## src/rtl/alm_pkg.sv

```systemverilog
package alm_pkg;

  ////////////////////////////////////////////////////////////////////////////
  // channel count and value format
  localparam int ALM_CH = 2;
  localparam int ALM_VAL_W = 16;

  // limit settings that switch supervision off
  localparam logic [15:0] ALM_UL_OFF = 16'h7fff;
  localparam logic [15:0] ALM_LL_OFF = 16'h8000;

  ////////////////////////////////////////////////////////////////////////////
  // object access of the record
  localparam logic [15:0] ALM_OBJ_INDEX = 16'h5000;
  localparam logic [7:0] ALM_SUB_OV = 8'h02;
  localparam logic [7:0] ALM_SUB_UN = 8'h03;
  localparam logic [7:0] ALM_SUB_TS_LO = 8'h04;
  localparam logic [7:0] ALM_SUB_TS_HI = 8'h05;

  // record values after reset
  localparam logic [7:0] ALM_OV_RST = 8'h00;
  localparam logic [7:0] ALM_UN_RST = 8'h00;
  localparam logic [15:0] ALM_TS_RST = 16'h0000;
  localparam logic [31:0] ALM_US_RST = 32'h0000_0000;

  ////////////////////////////////////////////////////////////////////////////
  // microsecond tick from the 10 MHz clock
  localparam int ALM_CLK_HZ = 10_000_000;
  localparam int ALM_TICK_US = 1;
  localparam int ALM_CYC_PER_US = (ALM_CLK_HZ / 1_000_000) * ALM_TICK_US;
  localparam int ALM_DIV_W = 4;
  localparam logic [ALM_DIV_W-1:0] ALM_DIV_LAST = ALM_DIV_W'(ALM_CYC_PER_US - 1);

  ////////////////////////////////////////////////////////////////////////////
  // diagnostic cause bit positions
  localparam int ALM_DG_PARAM = 0;
  localparam int ALM_DG_WIRE = 1;
  localparam int ALM_DG_RANGE_OV = 2;
  localparam int ALM_DG_RANGE_UN = 3;
  localparam int ALM_DG_BUF_OV = 4;
  localparam int ALM_DG_COMM = 5;
  localparam int ALM_DG_PI_LOST = 6;

  ////////////////////////////////////////////////////////////////////////////
  // types
  typedef enum logic [2:0] {
    ALM_BUS_CPU, ALM_BUS_PROFIBUS, ALM_BUS_PROFINET, ALM_BUS_CANOPEN, ALM_BUS_ETHERCAT
  } alm_bus_t;

  typedef enum logic [1:0] {
    ALM_MSG_NONE, ALM_MSG_EMERGENCY, ALM_MSG_DIAG, ALM_MSG_OBJECT
  } alm_msg_t;

  typedef enum logic {ALM_REC_IDLE, ALM_REC_PENDING} alm_rec_state_t;

  typedef struct packed {
    logic [7:0] ov;
    logic [7:0] un;
    logic [15:0] ts;
  } alm_rec_t;

  typedef struct packed {
    logic ov_en;
    logic un_en;
    logic wb_en;
  } alm_cfg_t;

  typedef struct packed {
    logic [ALM_VAL_W-1:0] upper;
    logic [ALM_VAL_W-1:0] lower;
  } alm_lim_t;

  typedef struct packed {
    logic [ALM_DIV_W-1:0] div;
    logic [31:0] us;
    logic [ALM_CH-1:0][ALM_VAL_W-1:0] upper;
    logic [ALM_CH-1:0][ALM_VAL_W-1:0] lower;
    logic [ALM_CH-1:0] above;
    logic [ALM_CH-1:0] below;
    alm_rec_state_t rec_st;
    alm_rec_t rec;
    alm_msg_t msg;
    logic proc_irq;
    logic diag_irq;
    logic [7:0] cause;
    logic param_err;
    logic [7:0] obj_rdata;
    logic obj_ack;
    logic obj_err;
  } alm_state_t;

endpackage : alm_pkg

```

## src/rtl/alm_top.sv

```systemverilog
// What this block does
// - A limit setting outside the channel's nominal range, other than an off code, is refused and flags a parameter error.
// - Upper limit 7FFFh switches upper supervision off and lower limit 8000h switches lower off.
// - A measured value crossing an active limit raises a process interrupt.
// - Faults raise only a diagnostics interrupt; of them only wire break is switchable.
// - Limit overflow and underflow raise a process interrupt, or a diagnostics interrupt if a record is still pending unacknowledged, each with its own enable.
// - On a CANopen coupler the record leaves in an emergency message.
// - With a CPU, PROFIBUS or PROFINET coupler the record leaves in a diagnostics message.
// - Under EtherCAT the record is at index 5000h: 02h overflow, 03h underflow, 04h/05h time.
// - The overflow byte resets to 00h, bit 0 is channel 0, bit 1 channel 1, bits 7..2 reserved.
// - The underflow byte resets to 00h and holds one lower-limit flag per channel.
// - In the underflow byte bit 0 is channel 0, bit 1 channel 1, bits 7..2 reserved.
// - A free running 32-bit microsecond counter starts at zero and wraps to zero.
// - The 16-bit timestamp is the low half of the microsecond counter in the cycle of the crossing sample, one clock before the interrupt fires.
`timescale 1ns/100ps

module alm_top
  import alm_pkg::*;
(
  // clock and reset
  input wire logic clk_i,
  input wire logic rst_i,

  // measured values
  input wire logic [ALM_CH-1:0][ALM_VAL_W-1:0] meas_val_i,
  input wire logic meas_vld_i,

  // nominal range of the selected measuring range
  input wire logic [ALM_CH-1:0][ALM_VAL_W-1:0] nom_min_i,
  input wire logic [ALM_CH-1:0][ALM_VAL_W-1:0] nom_max_i,

  // limit parameter write
  input wire logic param_wr_i,
  input wire logic [$clog2(ALM_CH)-1:0] param_ch_i,
  input wire alm_lim_t param_lim_i,

  // configuration
  input wire alm_cfg_t cfg_i,
  input wire alm_bus_t bus_mode_i,

  // fault events
  input wire logic [ALM_CH-1:0] wire_break_i,
  input wire logic [ALM_CH-1:0] range_ov_i,
  input wire logic [ALM_CH-1:0] range_un_i,
  input wire logic diag_buf_ov_i,
  input wire logic comm_err_i,

  // record hand-off
  input wire logic rec_ack_i,

  // object read
  input wire logic obj_rd_i,
  input wire logic [15:0] obj_index_i,
  input wire logic [7:0] obj_sub_i,

  // process interrupt record
  output logic proc_irq_o,
  output alm_msg_t msg_kind_o,
  output logic rec_pending_o,
  output logic [7:0] limit_overflow_flags_o,
  output logic [7:0] limit_underflow_flags_o,
  output logic [15:0] interrupt_timestamp_us_o,

  // diagnostics
  output logic diag_irq_o,
  output logic [7:0] diag_cause_o,
  output logic param_err_o,

  // time base
  output logic [31:0] us_count_o,

  // object read answer
  output logic [7:0] obj_rdata_o,
  output logic obj_ack_o,
  output logic obj_err_o
);

  ////////////////////////////////////////////////////////////////////////////
  // state

  alm_state_t st_ff;
  alm_state_t nxt_st;

  logic [ALM_CH-1:0] ov_now;
  logic [ALM_CH-1:0] un_now;
  logic [ALM_CH-1:0] ov_ev;
  logic [ALM_CH-1:0] un_ev;
  logic [ALM_CH-1:0] up_ok;
  logic [ALM_CH-1:0] lo_ok;

  ////////////////////////////////////////////////////////////////////////////
  // per channel compare

  for (genvar c = 0; c < ALM_CH; c++) begin : g_ch
    // supervision active unless the off code is set
    assign ov_now[c] = (st_ff.upper[c] != ALM_UL_OFF) &&
                       ($signed(meas_val_i[c]) > $signed(st_ff.upper[c]));
    assign un_now[c] = (st_ff.lower[c] != ALM_LL_OFF) &&
                       ($signed(meas_val_i[c]) < $signed(st_ff.lower[c]));

    // crossing is the step from inside to beyond
    assign ov_ev[c] = meas_vld_i && ov_now[c] && !st_ff.above[c] && cfg_i.ov_en;
    assign un_ev[c] = meas_vld_i && un_now[c] && !st_ff.below[c] && cfg_i.un_en;

    // setting check against nominal range, off codes always legal
    assign up_ok[c] = (param_lim_i.upper == ALM_UL_OFF) ||
                      (($signed(param_lim_i.upper) >= $signed(nom_min_i[c])) &&
                       ($signed(param_lim_i.upper) <= $signed(nom_max_i[c])));
    assign lo_ok[c] = (param_lim_i.lower == ALM_LL_OFF) ||
                      (($signed(param_lim_i.lower) >= $signed(nom_min_i[c])) &&
                       ($signed(param_lim_i.lower) <= $signed(nom_max_i[c])));
  end

  ////////////////////////////////////////////////////////////////////////////
  // next state

  always_comb begin
    logic [7:0] dg_ev;
    logic pi_ev;
    logic pi_lost;
    logic par_bad;

    dg_ev = 8'h00;
    pi_ev = 1'b0;
    pi_lost = 1'b0;
    par_bad = 1'b0;
    nxt_st = st_ff;
    nxt_st.proc_irq = 1'b0;
    nxt_st.diag_irq = 1'b0;
    nxt_st.obj_ack = 1'b0;
    nxt_st.obj_err = 1'b0;

    // microsecond ticker, wraps naturally
    if (st_ff.div == ALM_DIV_LAST) begin
      nxt_st.div = '0;
      nxt_st.us = st_ff.us + 32'h0000_0001;
    end else begin
      nxt_st.div = st_ff.div + ALM_DIV_W'(1);
    end

    // limit parameter write
    if (param_wr_i) begin
      if (up_ok[param_ch_i] && lo_ok[param_ch_i]) begin
        nxt_st.upper[param_ch_i] = param_lim_i.upper;
        nxt_st.lower[param_ch_i] = param_lim_i.lower;
        nxt_st.param_err = 1'b0;
      end else begin
        par_bad = 1'b1;
        nxt_st.param_err = 1'b1;
      end
    end

    // beyond-limit memory for edge detection
    if (meas_vld_i) begin
      nxt_st.above = ov_now;
      nxt_st.below = un_now;
    end

    // process interrupt and record snapshot
    pi_ev = (|ov_ev) || (|un_ev);
    if (pi_ev) begin
      if ((st_ff.rec_st == ALM_REC_PENDING) && !rec_ack_i) begin
        pi_lost = 1'b1;
      end else begin
        nxt_st.rec_st = ALM_REC_PENDING;
        nxt_st.rec.ov = 8'(ov_ev);
        nxt_st.rec.un = 8'(un_ev);
        nxt_st.rec.ts = st_ff.us[15:0];
        nxt_st.proc_irq = 1'b1;
        case (bus_mode_i)
          ALM_BUS_CANOPEN: nxt_st.msg = ALM_MSG_EMERGENCY;
          ALM_BUS_CPU, ALM_BUS_PROFIBUS, ALM_BUS_PROFINET: begin
            nxt_st.msg = ALM_MSG_DIAG;
          end
          ALM_BUS_ETHERCAT: nxt_st.msg = ALM_MSG_OBJECT;
          default: nxt_st.msg = ALM_MSG_NONE;
        endcase
      end
    end else if (rec_ack_i) begin
      nxt_st.rec_st = ALM_REC_IDLE;
    end

    // diagnostics events, never a process interrupt
    dg_ev[ALM_DG_PARAM] = par_bad;
    dg_ev[ALM_DG_WIRE] = (|wire_break_i) && cfg_i.wb_en;
    dg_ev[ALM_DG_RANGE_OV] = |range_ov_i;
    dg_ev[ALM_DG_RANGE_UN] = |range_un_i;
    dg_ev[ALM_DG_BUF_OV] = diag_buf_ov_i;
    dg_ev[ALM_DG_COMM] = comm_err_i;
    dg_ev[ALM_DG_PI_LOST] = pi_lost;
    if (|dg_ev) begin
      nxt_st.diag_irq = 1'b1;
      nxt_st.cause = dg_ev;
    end

    // object read of the record
    if (obj_rd_i) begin
      nxt_st.obj_ack = 1'b1;
      nxt_st.obj_rdata = 8'h00;
      if (obj_index_i != ALM_OBJ_INDEX) begin
        nxt_st.obj_err = 1'b1;
      end else begin
        case (obj_sub_i)
          ALM_SUB_OV: nxt_st.obj_rdata = st_ff.rec.ov;
          ALM_SUB_UN: nxt_st.obj_rdata = st_ff.rec.un;
          ALM_SUB_TS_LO: nxt_st.obj_rdata = st_ff.rec.ts[7:0];
          ALM_SUB_TS_HI: nxt_st.obj_rdata = st_ff.rec.ts[15:8];
          default: nxt_st.obj_err = 1'b1;
        endcase
      end
    end
  end

  ////////////////////////////////////////////////////////////////////////////
  // registers

  always_ff @(posedge clk_i or posedge rst_i) begin
    if (rst_i) begin
      st_ff <= '0;
      st_ff.us <= ALM_US_RST;
      st_ff.upper <= {ALM_CH{ALM_UL_OFF}};
      st_ff.lower <= {ALM_CH{ALM_LL_OFF}};
      st_ff.rec.ov <= ALM_OV_RST;
      st_ff.rec.un <= ALM_UN_RST;
      st_ff.rec.ts <= ALM_TS_RST;
    end else begin
      st_ff <= nxt_st;
    end
  end

  ////////////////////////////////////////////////////////////////////////////
  // outputs

  assign proc_irq_o = st_ff.proc_irq;
  assign msg_kind_o = st_ff.msg;
  assign rec_pending_o = (st_ff.rec_st == ALM_REC_PENDING);
  assign limit_overflow_flags_o = st_ff.rec.ov;
  assign limit_underflow_flags_o = st_ff.rec.un;
  assign interrupt_timestamp_us_o = st_ff.rec.ts;
  assign diag_irq_o = st_ff.diag_irq;
  assign diag_cause_o = st_ff.cause;
  assign param_err_o = st_ff.param_err;
  assign us_count_o = st_ff.us;
  assign obj_rdata_o = st_ff.obj_rdata;
  assign obj_ack_o = st_ff.obj_ack;
  assign obj_err_o = st_ff.obj_err;

endmodule : alm_top

```

## config.mk

```make
export PLATFORM = sky130hd
export DESIGN_NAME = alm_top
export DESIGN_NICKNAME = d
export VERILOG_FILES = /design/src/rtl/alm_pkg.sv /design/src/rtl/alm_top.sv
export SDC_FILE = /design/constraint.sdc
export NUM_CORES = 1
export LEC_CHECK = 0
export BUFFER_PORTS_ARGS = -buffer_cell sky130_fd_sc_hd__buf_2
export CAP_MARGIN = 25
export CORE_ASPECT_RATIO = 1.25
export CORE_UTILIZATION = 45
export CTS_CLUSTER_DIAMETER = 60
export CTS_CLUSTER_SIZE = 12
export DETAILED_ROUTE_END_ITERATION = 16
export GPL_TIMING_DRIVEN = 0
export PLACE_DENSITY = 0.73
export SLEW_MARGIN = 20
export SYNTH_ARGS = -nofsm -noshare
export SYNTH_HDL_FRONTEND = slang
export SYNTH_SLANG_ARGS = --single-unit
```

## constraint.sdc

```tcl
create_clock -name clk_i -period 4.9 [get_ports clk_i]
set_input_delay 0.98 -clock clk_i [delete_from_list [all_inputs] [get_ports clk_i]]
set_output_delay 0.98 -clock clk_i [all_outputs]
set_load 0.05 [all_outputs]
```

==> impl_table.tex <==
\begin{tabular}{lr}
\hline
Metric & Value \\
\hline
\multicolumn{2}{l}{\textbf{Detailed routing}} \\
\quad Number of DRC violations after detailed routing & 0 \\
\quad Final ANT Viol Nets & 0 \\
\quad Pre-Repair DR Iteration Count & 5 \\
\quad Via total after detailed routing & roughly 9900 \\
\quad DR iter-0 viols & 400 \\
\quad Vias per cell & 5.463 \\
\quad Detail-routed net length per standard cell & $\sim$18 um \\
\quad DRT Wirelength & $\sim$33000 um \\
\multicolumn{2}{l}{\textbf{Setup path}} \\
\quad Startpoint-to-endpoint class of the critical path & in -> reg \\
\quad Worst R2R Start & st\_ff[81] \\
\quad Critical Path End Type & register \\
\quad Largest fanout on the critical path & 9 \\
\quad Crit path required time & between 5 and 6 ns \\
\quad Crit path launch & param\_lim\_i[31] \\
\quad Worst EP arrival & about 4.4 ns \\
\quad Launching element type of the critical path & input pin \\
\multicolumn{2}{l}{\textbf{Floorplanning}} \\
\quad Starting density of the core & between 40\% and 50\% \\
\quad Area inside the core boundary & about 0.026 mm2 \\
\quad Height of the die & $\sim$180 um \\
\quad Horizontal die dimension & 146.9 um \\
\quad DIE AREA & 0.02690 mm2 \\
\quad Site Rows & 65 \\
\quad Top-level I/O count & between 200 and 300 \\
\multicolumn{2}{l}{\textbf{STA}} \\
\quad Worst clock skew & approximately 0.011 ns \\
\quad Actual slew at the worst max-slew pin & 0.9238 ns \\
\quad Maximum clock frequency & 242.6 MHz \\
\quad Slew headroom & approximately 37\% \\
\quad Final max-slew violation count & 0 \\
\quad Worst hold slack across all endpoints & around 0.47 ns \\
\quad Final setup violating endpoints & 0 \\
\quad Final min period & a little over 4 ns \\
\quad Setup repair after global routing missed its margin & false \\
\quad Final total negative setup slack & 0 ns \\
\quad Hold Violations, Final & 0 \\
\quad Crit share post-route & between 80\% and 90\% \\
\multicolumn{2}{l}{\textbf{Global routing}} \\
\quad Maximum number of pins on one net before global-route repair & 83 \\
\quad Aggregate global routing overflow & 0 \\
\quad Vias in the first global route & between 9000 and 10000 \\
\quad Antenna violations before repair & 1 \\
\quad Wire length of the first global-routing pass & slightly above 50000 um \\
\quad GRT Total Usage & about a quarter \\
\multicolumn{2}{l}{\textbf{Clocking}} \\
\quad Clock tree from TritonCTS & yes \\
\quad Worst-case clock buffer depth & 2 \\
\quad Quantity of gates resized following cts & 0 \\
\quad Clock network latency to the later pin of the worst-skew pair & around 0.42 ns \\
\quad Number of levels in the clock H-tree & 4 \\
\quad CTS Hold Bufs & 0 \\
\quad Number of buffers added for setup after CTS & 0 \\
\quad CTS Buf Count & 17 \\
\quad Root Driver & clkbuf\_16 \\
\quad Total number of clock tree sinks & between 100 and 150 \\
\quad Clock slew seen by the registers of the worst setup and hold paths & roughly 0.07 ns \\
\multicolumn{2}{l}{\textbf{Final layout}} \\
\quad Net count reported at finish & 1828 \\
\quad Final instance count without filler cells & about 1800 \\
\quad Proportion of layout cells with a drive suffix above 1 & roughly a third \\
\quad Commonest non-fill, non-tap cells in the layout & buf\_2, ha\_1, inv\_1 \\
\quad Design Area, Final & around 0.014 mm2 \\
\quad Footprint of the multi-input gates & 0.006859 mm2 \\
\quad Fillcell total & 2239 \\
\quad Area Overhead vs Synth & 20.02\% \\
\quad Storage element area & between 0.003 and 0.004 mm2 \\
\quad Leading cell type in the layout, fill and taps excluded & buf\_2 \\
\multicolumn{2}{l}{\textbf{Placed design}} \\
\quad Input/output buffers & approximately 250 \\
\quad Sum of net half-perimeters after detailed placement & 25930 um \\
\quad Instance area at placement & around 0.014 mm2 \\
\quad Routability-driven placement congestion ratio & between 0.9 and 1 \\
\quad Cell count after placement & approximately 1800 \\
\multicolumn{2}{l}{\textbf{Yosys}} \\
\quad EDFF count, synth & 0 \\
\quad Primary FF master, synth & dfrtp\_1 \\
\quad Synth async-reset ratio & 100.0\% \\
\quad Number of synthesis warnings & 0 \\
\quad Count of unique library cells instantiated by Yosys & between 60 and 70 \\
\quad Synthesized instance count & between 1000 and 1500 \\
\quad Flip-flop and latch count after synthesis & 147 \\
\quad Synthesized area per cell & between 9 and 10 um2 \\
\quad Post-synthesis cell area & about 0.012 mm2 \\
\quad Proportion of synthesized chip area in sequential cells & a little under a third \\
\multicolumn{2}{l}{\textbf{Pwr}} \\
\quad Power, Total & $\sim$5.3 mW \\
\quad Part of the power in combinational logic & around 37\% \\
\quad Cell internal pwr & around 3.4 mW \\
\quad Clock network fraction of total power & about a quarter \\
\quad Part of the total power dissipated in sequential elements & between 30\% and 40\% \\
\quad Net switching power & between 1.5 and 2 mW \\
\quad Static leakage & $\sim$7.6 nW \\
\quad Worst IR Drop VDD & between 0.0002 and 0.0003 V \\
\quad Switching part of the total & between 30\% and 40\% \\
\quad Power Dens Cells & 371.7 mW/mm2 \\
\multicolumn{2}{l}{\textbf{Hold path}} \\
\quad Hold Startpoint & us\_count\_o[31] \\
\quad Worst hold-check path type & reg -> reg \\
\multicolumn{2}{l}{\textbf{Status}} \\
\quad Outcome & finished, final reports clean \\
\multicolumn{2}{l}{\textbf{Job}} \\
\quad Max-cap violations & 0 \\
\hline
\end{tabular}
==> cell families after synthesis <==
logic type | share of synthesized area [%]
compound gates | 11.63
xor+xnor | 2.521
fa+ha+maj | 20.32
buf+inv | 10.83
flops | 31.48
mux | 10.88
other cells | 0.03175
simple gates | 12.31
==> state kept, by name (all words and copies together), names as in the netlist <==
register                  count
msg_kind_o                    2
rec_pending_o                 1
limit_underflow_flags_o       2
st_ff                        72
obj_err_o                     1
diag_cause_o                  7
param_err_o                   1
obj_rdata_o                   8
us_count_o                   32
proc_irq_o                    1
diag_irq_o                    1
obj_ack_o                     1
interrupt_timestamp_us_o     16
limit_overflow_flags_o        2
==> cell type report <==
| type | instances | area share, % |
|---|---|---|
| clock buffers | 17 | 3.001 |
| flip-flops and latches | 147 | 26.23 |
| diodes | 1 | 0.01765 |
| well taps | 335 | 2.957 |
| multi-input cells | 805 | 48.38 |
| repair buffers | 247 | 8.879 |
| clock inverters | 15 | 1.456 |
| inverters | 153 | 4.104 |
| plain buffers | 93 | 4.969 |
==> path summary, 6_finish.rpt <==
kind,to,slack [ns],cells after the start
setup / recovery,diag_cause_o[6],0.78,10
hold / removal,us_count_o[31],0.47,1
setup reg to reg,interrupt_timestamp_us_o[3],1.09,10
hold reg to reg,us_count_o[31],0.47,1
max in group asynchronous,st_ff[157],3.56,3
min in group asynchronous,st_ff[72],0.59,2
==> stage by stage <==
stage          setup WS, ns  util (%)
2_1_floorplan       0.02162         -
3_3_place_gp         -1.731     52.89
3_5_place_dp         0.4024     53.03
4_1_cts              0.8044     55.50
5_1_grt              0.4841     55.50
6_report             0.7782     55.51
==> cells in the mapped netlist (11+ instances only) <==
cell	instances	area, um2
nor3_1	15	75.07
a21oi_1	61	305.3
xor2_1	11	96.34
xnor2_1	23	201.4
ha_1	191	2390
nand3_1	32	160.2
mux2_2	27	304.0
a21o_1	24	180.2
nor2_1	36	135.1
nand4_1	53	331.6
buf_4	82	615.6
o21ai_0	22	110.1
inv_1	153	574.3
mux2_4	60	900.9
nor4_1	24	150.1
dfrtp_1	115	2878
nand2_1	53	198.9
dfstp_2	32	840.8
==> layer usage <==
| metal | vias to the layer above | GRT usage, % | routed length (um) | share of wire, % |
|---|---|---|---|---|
| li1 | 4777 | - | - | - |
| met1 | 4627 | 29.39 | 13630 | 42 |
| met2 | 399 | 42.24 | 15510 | 47 |
| met3 | 101 | 2.687 | 1873 | 5.7 |
| met4 | 0 | 13.03 | 1651 | 5.1 |
| met5 | - | 0 | 0 | 0 |
==> worst max-delay path: stages <==
cell and delay (ns):
buf_2 0.19, ha_1 0.35, and4_1 0.23, nand2_1 0.10, a2111o_1 0.41, and3_1 0.17, a2111oi_0 0.83, a2111oi_2 0.19
a21oi_1 0.73, o21ai_0 0.19
==> power groups by stage <==
stage               combinational (mW)  sequential [mW]  clock [mW]
global placement                  1.89             1.89           0
global route                      2.18             1.93        1.49
detailed placement                1.95             1.91           0
finish                            1.97             1.89        1.41
CTS                               1.97             1.89        1.43
floorplan                         1.47             1.82           0
No activity file was read; power rests on OpenSTA's default activity.
